`config.mk`:
```
export PLATFORM = sky130hd
export DESIGN_NAME = curref_ctrl
export DESIGN_NICKNAME = d
export VERILOG_FILES = /design/src/hdl/curref_pkg.sv /design/src/hdl/curref_fine_select.sv /design/src/hdl/curref_ctrl.sv
export VERILOG_INCLUDE_DIRS = /design/src /design/src/hdl
export SDC_FILE = /design/constraint.sdc
export NUM_CORES = 1
export LEC_CHECK = 0
export BUFFER_PORTS_ARGS = -buffer_cell sky130_fd_sc_hd__buf_2
export CORE_ASPECT_RATIO = 0.9
export CORE_MARGIN = 2
export CORE_UTILIZATION = 25
export CTS_CLUSTER_SIZE = 14
export DETAILED_ROUTE_END_ITERATION = 8
export PLACE_DENSITY_LB_ADDON = 0.05
export RECOVER_POWER = 25
export SLEW_MARGIN = 0
export SYNTH_ARGS = -nofsm -noshare
export SYNTH_HDL_FRONTEND = slang
export SYNTH_HIERARCHICAL = 1
export SYNTH_SLANG_ARGS = --single-unit
```
`constraint.sdc`:
```
create_clock -name mclk_in -period 4.3 [get_ports mclk_in]
set_input_delay 0.86 -clock mclk_in [delete_from_list [all_inputs] [get_ports mclk_in]]
set_output_delay 0.86 -clock mclk_in [all_outputs]
set_load 0.005 [all_outputs]
```
`src/hdl/curref_defs.svh`:
```
// Constants for the current reference control block: offsets, fields, resets
// Assumes inclusion by bare name from files under hdl/
`ifndef CURREF_DEFS_SVH
`define CURREF_DEFS_SVH

`define CURREF_CTRL_ADDR      8'hB9
`define CURREF_CFG_ADDR       8'hB9
`define CURREF_CTRL_PAGE      4'h0
`define CURREF_CFG_PAGE       4'hF
`define CURREF_CTRL_RESET     8'h00
`define CURREF_CFG_RESET      8'h00
`define CURREF_DIR_BIT        7
`define CURREF_RANGE_BIT      6
`define CURREF_STEP_MSB       5
`define CURREF_STEP_ZERO      6'h00
`define CURREF_FT_EN_BIT      7
`define CURREF_FT_SEL_MSB     2
`define CURREF_CFG_RW_MASK    8'h87
`define CURREF_FT_SEL_LAST    3'h5
`define CURREF_CHANNELS       6

`endif

```
`src/hdl/curref_pkg.sv`:
```
// Types shared by the current reference control block
// Assumes curref_defs.svh is on the include path
package curref_pkg;
   typedef enum logic {CURREF_SOURCE, CURREF_SINK} curref_dir_type;
   typedef enum logic {CURREF_LOW_POWER, CURREF_HIGH_CURRENT} curref_range_type;
endpackage

```
`src/hdl/curref_fine_select.sv`:
```
// Fine-tune channel selector: picks one counter-array output by code
// Assumes channel outputs are already synchronous to mclk_in
`include "curref_defs.svh"

module curref_fine_select #(
   parameter int CHANNELS = `CURREF_CHANNELS
) (
   input  wire logic [CHANNELS-1:0] channel_pwm_output_in,
   input  wire logic [2:0]          fine_tune_source_select_in,
   output logic                     gate_out,
   output logic                     code_valid_out
);

   // Reserved codes select nothing
   always_comb begin
      gate_out       = 1'b0;
      code_valid_out = 1'b0;
      for (int i = 0; i < CHANNELS; i++) begin
         if (fine_tune_source_select_in == 3'(i)) begin
            gate_out       = channel_pwm_output_in[i];
            code_valid_out = 1'b1;
         end
      end
   end

endmodule

```
`src/hdl/curref_ctrl.sv`:
```
// Current reference control: two special function registers and the
// registered control word for the analog source/sink stage
// Assumes a single-cycle register port on mclk_in; channel inputs on mclk_in
`include "curref_defs.svh"

////////////////////////////////////////////////////////////////////////////////

// What this block does
// - Zero step count keeps the reference disabled; nonzero count enables it.
// - Writing zero to the whole control register turns output off, clears settings.
// - Control bit 7 picks direction: zero sources, one sinks current.
// - Control bit 6 picks range: zero 1 uA step, one 8 uA step.
// - Control bits 5 to 0 hold step count driving output magnitude.
// - Config bit 7 routes selected channel output to gate fine-adjust cell.
// - The fine-adjust cell weighs two LSBs of step count.
// - Config bits 2 to 0 pick channel 0 to 5; others reserved.
// - Config bits 6 to 3 read zero and ignore writes.
module curref_ctrl #(
   parameter int CHANNELS = `CURREF_CHANNELS
) (
   input  wire logic                mclk_in,
   input  wire logic                rst_in,
   input  wire logic [3:0]          sfr_page_in,
   input  wire logic [7:0]          sfr_addr_in,
   input  wire logic                sfr_write_in,
   input  wire logic                sfr_read_in,
   input  wire logic [7:0]          sfr_wdata_in,
   output logic      [7:0]          sfr_rdata_out,
   output logic                     sfr_hit_out,
   input  wire logic [CHANNELS-1:0] channel_pwm_output_in,
   output logic                     current_reference_enable_out,
   output logic                     current_sink_out,
   output logic                     output_range_select_out,
   output logic      [5:0]          step_count_out,
   output logic                     fine_tune_gate_out
);

   logic [7:0] current_ref_control;
   logic [7:0] current_ref_pwm_config;
   logic       sel_gate;
   logic       sel_valid;
   logic       ctrl_hit;
   logic       cfg_hit;
   curref_pkg::curref_dir_type   dir;
   curref_pkg::curref_range_type range;

   ////////////////////////////////////////////////////////////////////////////
   // Address decode: both registers share an address, split by page
   function automatic logic page_hit(input logic [3:0] page, input logic [7:0] addr,
                                     input logic [3:0] want_page,
                                     input logic [7:0] want_addr);
      page_hit = (page == want_page) && (addr == want_addr);
   endfunction

   assign ctrl_hit    = page_hit(sfr_page_in, sfr_addr_in, `CURREF_CTRL_PAGE, `CURREF_CTRL_ADDR);
   assign cfg_hit     = page_hit(sfr_page_in, sfr_addr_in, `CURREF_CFG_PAGE, `CURREF_CFG_ADDR);
   assign sfr_hit_out = ctrl_hit | cfg_hit;

   ////////////////////////////////////////////////////////////////////////////
   // Control register: whole-byte write, zero write clears everything
   always_ff @(posedge mclk_in) begin
      if (rst_in) begin
         current_ref_control <= `CURREF_CTRL_RESET;
      end else if (sfr_write_in && ctrl_hit) begin
         current_ref_control <= sfr_wdata_in;
      end
   end

   // Config register: unused bits never stored
   always_ff @(posedge mclk_in) begin
      if (rst_in) begin
         current_ref_pwm_config <= `CURREF_CFG_RESET;
      end else if (sfr_write_in && cfg_hit) begin
         current_ref_pwm_config <= sfr_wdata_in & `CURREF_CFG_RW_MASK;
      end
   end

   // Read data, registered; unmapped reads return zero
   always_ff @(posedge mclk_in) begin
      if (rst_in) begin
         sfr_rdata_out <= 8'h00;
      end else if (sfr_read_in && ctrl_hit) begin
         sfr_rdata_out <= current_ref_control;
      end else if (sfr_read_in && cfg_hit) begin
         sfr_rdata_out <= current_ref_pwm_config;
      end else begin
         sfr_rdata_out <= 8'h00;
      end
   end

   ////////////////////////////////////////////////////////////////////////////
   // Fine-tune source selection
   curref_fine_select #(
      .CHANNELS (CHANNELS)
   ) u_sel (
      .channel_pwm_output_in      (channel_pwm_output_in),
      .fine_tune_source_select_in (current_ref_pwm_config[`CURREF_FT_SEL_MSB:0]),
      .gate_out                   (sel_gate),
      .code_valid_out             (sel_valid)
   );

   assign dir   = curref_pkg::curref_dir_type'(current_ref_control[`CURREF_DIR_BIT]);
   assign range = curref_pkg::curref_range_type'(current_ref_control[`CURREF_RANGE_BIT]);

   ////////////////////////////////////////////////////////////////////////////
   // Registered control word to the analog stage
   always_ff @(posedge mclk_in) begin
      if (rst_in) begin
         current_reference_enable_out <= 1'b0;
         current_sink_out             <= 1'b0;
         output_range_select_out      <= 1'b0;
         step_count_out               <= 6'h00;
      end else begin
         current_reference_enable_out <=
            current_ref_control[`CURREF_STEP_MSB:0] != `CURREF_STEP_ZERO;
         current_sink_out             <= (dir == curref_pkg::CURREF_SINK);
         output_range_select_out      <= (range == curref_pkg::CURREF_HIGH_CURRENT);
         step_count_out               <= current_ref_control[`CURREF_STEP_MSB:0];
      end
   end

   // Gate for the two-LSB fine cell; off for reserved codes
   always_ff @(posedge mclk_in) begin
      if (rst_in) begin
         fine_tune_gate_out <= 1'b0;
      end else begin
         fine_tune_gate_out <= current_ref_pwm_config[`CURREF_FT_EN_BIT]
                               & sel_valid & sel_gate;
      end
   end

   ////////////////////////////////////////////////////////////////////////////
   // Assertions

   property p_enable;
      @(posedge mclk_in) disable iff (rst_in)
      current_reference_enable_out == ($past(current_ref_control[5:0]) != 6'h00);
   endproperty
   a_enable: assert property (p_enable) else $error("enable mismatch");

   property p_zero_write;
      @(posedge mclk_in) disable iff (rst_in)
      (sfr_write_in && ctrl_hit && sfr_wdata_in == 8'h00) |=> ##1
      (!current_reference_enable_out && !current_sink_out && !output_range_select_out);
   endproperty
   a_zero_write: assert property (p_zero_write) else $error("zero write not off");

   property p_sink;
      @(posedge mclk_in) disable iff (rst_in)
      (sfr_write_in && ctrl_hit) |=> ##1 (current_sink_out == $past(sfr_wdata_in[7], 2));
   endproperty
   a_sink: assert property (p_sink) else $error("direction wrong");

   property p_range;
      @(posedge mclk_in) disable iff (rst_in)
      (sfr_write_in && ctrl_hit) |=> ##1
      (output_range_select_out == $past(sfr_wdata_in[6], 2));
   endproperty
   a_range: assert property (p_range) else $error("range wrong");

   property p_step;
      @(posedge mclk_in) disable iff (rst_in)
      (sfr_write_in && ctrl_hit) |=> ##1 (step_count_out == $past(sfr_wdata_in[5:0], 2));
   endproperty
   a_step: assert property (p_step) else $error("step count wrong");

   property p_gate_off;
      @(posedge mclk_in) disable iff (rst_in)
      !current_ref_pwm_config[7] |=> !fine_tune_gate_out;
   endproperty
   a_gate_off: assert property (p_gate_off) else $error("gate without enable");

   property p_unused_read;
      @(posedge mclk_in) disable iff (rst_in)
      (sfr_read_in && cfg_hit && !ctrl_hit) |=> (sfr_rdata_out[6:3] == 4'h0);
   endproperty
   a_unused_read: assert property (p_unused_read) else $error("unused bits read");

   property p_reserved;
      @(posedge mclk_in) disable iff (rst_in)
      (current_ref_pwm_config[2:0] > 3'h5) |=> !fine_tune_gate_out;
   endproperty
   a_reserved: assert property (p_reserved) else $error("reserved code gates");

   property p_route;
      @(posedge mclk_in) disable iff (rst_in)
      (current_ref_pwm_config[7] && current_ref_pwm_config[2:0] <= 3'h5) |=>
      (fine_tune_gate_out == $past(channel_pwm_output_in[current_ref_pwm_config[2:0]]));
   endproperty
   a_route: assert property (p_route) else $error("channel routing wrong");

   property p_reset_regs;
      @(posedge mclk_in)
      rst_in |=> (current_ref_control == 8'h00 && current_ref_pwm_config == 8'h00);
   endproperty
   a_reset_regs: assert property (p_reset_regs) else $error("reset left a register set");

   property p_reset_outs;
      @(posedge mclk_in)
      rst_in |=> (!current_reference_enable_out && !current_sink_out &&
                  !output_range_select_out && step_count_out == 6'h00 && !fine_tune_gate_out);
   endproperty
   a_reset_outs: assert property (p_reset_outs) else $error("reset left an output set");

   property p_ctrl_write;
      @(posedge mclk_in) disable iff (rst_in)
      (sfr_write_in && ctrl_hit) |=> (current_ref_control == $past(sfr_wdata_in));
   endproperty
   a_ctrl_write: assert property (p_ctrl_write) else $error("control write lost");

   property p_cfg_write;
      @(posedge mclk_in) disable iff (rst_in)
      (sfr_write_in && cfg_hit) |=>
      (current_ref_pwm_config == ($past(sfr_wdata_in) & 8'h87));
   endproperty
   a_cfg_write: assert property (p_cfg_write) else $error("config write stored wrong");

   property p_ctrl_read;
      @(posedge mclk_in) disable iff (rst_in)
      (sfr_read_in && ctrl_hit) |=> (sfr_rdata_out == $past(current_ref_control));
   endproperty
   a_ctrl_read: assert property (p_ctrl_read) else $error("control read wrong");

   property p_fine_valid;
      @(posedge mclk_in) disable iff (rst_in)
      !sel_valid |=> !fine_tune_gate_out;
   endproperty
   a_fine_valid: assert property (p_fine_valid) else $error("gate on invalid code");

endmodule

```
==> run metrics <==
run status finished clean; synthesized instance count 104; Worst path most repeated cell buf_2; Seq/Total Area, Yosys 52.00%; final std cells w/o fill 218; initial core utilization 25.89%; filler cell count 485; CTS resizes 0; Seq pwr share 51.8%; cell family with most CP delay simple AND/OR/NAND/NOR gates; post-CTS setup buffers 0; max cap viols 0; syn_nets 134; Psw 0.1150 mW; Post-synth EDFFs 0; Critical Path Source Type input pin; clock sink total 30; Port-buffer cells 48; clock skew 0.002065 ns; area grow syn2layout 33.26%; DR pass1 iterations 4; CORE AREA 4461 µm²; top-area cell type share of the netlist area 52.00%; Synth Cell Area 1155 µm²; NumNets Final 185; Ant. Diodes 0; CP max-delay cell nor4_4; TritonCTS Buffers 5; top post-synthesis cells by count 30 x dfxtp_1, 12 x nand2b_1, 10 x mux2i_1, 9 x nor2b_1, 6 x nor2_1; flops & latches, synth 30; vias in the first global route 878; Final period util 60.13%; I/O pin count 49; Peak VDD IR 0.1476 mV; fin crit period 2.586 ns; global route overflow 0; min-delay worst type flip-flop to flip-flop; Netlist cell types 25; clk slew on worst S/H paths 0.06 ns; H-Tree Depth 2; internal power 0.4220 mW; Synth area leader dfxtp_1; maximum fanout along the worst path 7; DRT iter0 DRCs 29; largest net degree at the start of global routing 23; Clock Tree Buf Depth 2; PD cells 348.9 nW/µm²; Hold Violations, Final 0; setup TNS 0 ns; Clock power frac 43.3%; Yosys warning total 6; Worst-Skew Late Latency 0.28 ns; layout cell share with drive strength beyond 1 40.38%; CTS tree built; first-pass GRT wire length 3988 µm; CP Class input pin to primary output; Root Buffer Master clkbuf_8; Synth Flop Type dfxtp_1; worst slew pin tran 0.8243 ns; number of remaining DRC errors 0; Max Freq 386.7 MHz; crit end category primary output; Die W 75.64 µm; Slew HR 45.04%; die area 5180 µm²; RSZ-0062 raised after global routing false; Via density 4.261; CP cell instances buf_2, nor4_4, o211a_1, buf_2; global-route usage over all layers 11.00%; Synth async-reset ratio 0%; drt wl/cell 12.08 µm; Buf+Inv Stages, Crit Path 2; vias post-DR 929; Area contributors post-synth dfxtp_1 52%, mux2i_1 8.7%, mux2_4 6.5%; hpwl dp 2010 µm; most numerous cell in the Yosys netlist dfxtp_1; final WL 2634 µm; Detail Route Antenna Nets 0; Rows 23; placed cell count 210; largest stage delay on the critical path 0.43 ns; leakage 0.7397 nW; GP Congestion 0.6842; die height 68.48 µm; Setup violations, final 0; antenna violations before repair 0; Mapped Avg Cell Area 11.10 µm²; critical path arrival 1.73 ns; Worst EP required 3.44 ns; Net Sw Frac 21.41%; final max-slew violation count 0; Logic pwr share 5.0%; hold bufs inserted after CTS 0
-- power by group through the flow --
| stage | Clock [mW] | Combinational (mW) | Sequential (mW) |
|---|---|---|---|
| final | 0.232 | 0.0267 | 0.278 |
| after global routing | 0.259 | 0.0294 | 0.278 |
| after CTS | 0.242 | 0.0271 | 0.278 |
| after detailed placement | 0 | 0.0269 | 0.284 |
| after global placement | 0 | 0.0263 | 0.284 |
| after floorplan | 0 | 0.0109 | 0.284 |
-- flip-flops by register name, summed over array words and instances (netlist names) --
register	cells
sfr_rdata_out	8
current_sink_out	1
current_ref_pwm_config	4
current_ref_control	8
current_reference_enable_out	1
step_count_out	6
fine_tune_gate_out	1
output_range_select_out	1
-- worst reg2reg max path, delay by kind of cell, from the launching register on --
| family | cells | cell delay, ns |
|---|---|---|
| flops | 1 | 0.46 |
| simple gates | 2 | 0.11 |
| mux | 1 | 0.33 |
| compound gates | 1 | 0.29 |
-- metal layers --
layer | global-route usage (%) | part of all wire [%] | vias to the layer above
li1 | - | - | 458
met1 | 12.51 | 45 | 417
met4 | 5.921 | 1.8 | 0
met5 | 0 | 0 | -
met2 | 17.50 | 45 | 46
met3 | 4.566 | 8.5 | 8
-- logic make-up (layout without fill, tap and decap cells) --
logic type      count (synthesis)  in the layout  synth area share (%)
compound gates                  8              8                 5.200
flops                          30             30                 52.00
mux                            15             15                 15.17
simple gates                   43             43                 24.27
buf+inv                         8             60                 3.358
-- cell usage in the layout, fill, tap and decap left out, drive strengths merged, types with 4 or more instances in the layout --
master / Yosys / routed
buf: 2 / 47
dfxtp: 30 / 30
nand2b: 12 / 12
mux2i: 10 / 10
nor2b: 9 / 9
clkbuf: 2 / 8
nor2: 6 / 6
mux2: 5 / 5
and2: 4 / 4
a22oi: 4 / 4
inv: 4 / 4
-- final timing paths --
check	end	cells after the start	slack [ns]	from
setup / recovery	sfr_hit_out	4	1.71	sfr_page_in[0]
hold / removal	sfr_rdata_out[6]	1	0.46	current_ref_control[6]
setup reg to reg	fine_tune_gate_out	4	3.01	current_ref_pwm_config[0]
hold reg to reg	sfr_rdata_out[6]	1	0.46	current_ref_control[6]
-- final cells by class --
| type | instances | area [µm²] | share of cell area [%] |
|---|---|---|---|
| clock inverters | 1 | 5.005 | 0.3252 |
| multi-input cells | 66 | 515.5 | 33.50 |
| flip-flops and latches | 30 | 600.6 | 39.02 |
| well taps | 62 | 77.57 | 5.041 |
| clock buffers | 7 | 86.33 | 5.610 |
| repair buffers | 48 | 239.0 | 15.53 |
| inverters | 4 | 15.01 | 0.9756 |
-- stage by stage --
step	utilization [%]	total power, mW	hold slack [ns]	worst slack (ns)	cell area, µm²
after floorplan	-	0.2950	0.4214	2.012	1155
after global placement	32.48	0.3104	0.4334	1.727	1449
after detailed placement	32.48	0.3110	0.4485	1.717	1449
after CTS	34.53	0.5471	0.4669	1.712	1540
after global routing	34.50	0.5657	0.4861	1.644	1539
final	34.50	0.5370	0.4595	1.714	1539
Note: power is estimated with default switching activity, not from simulation.
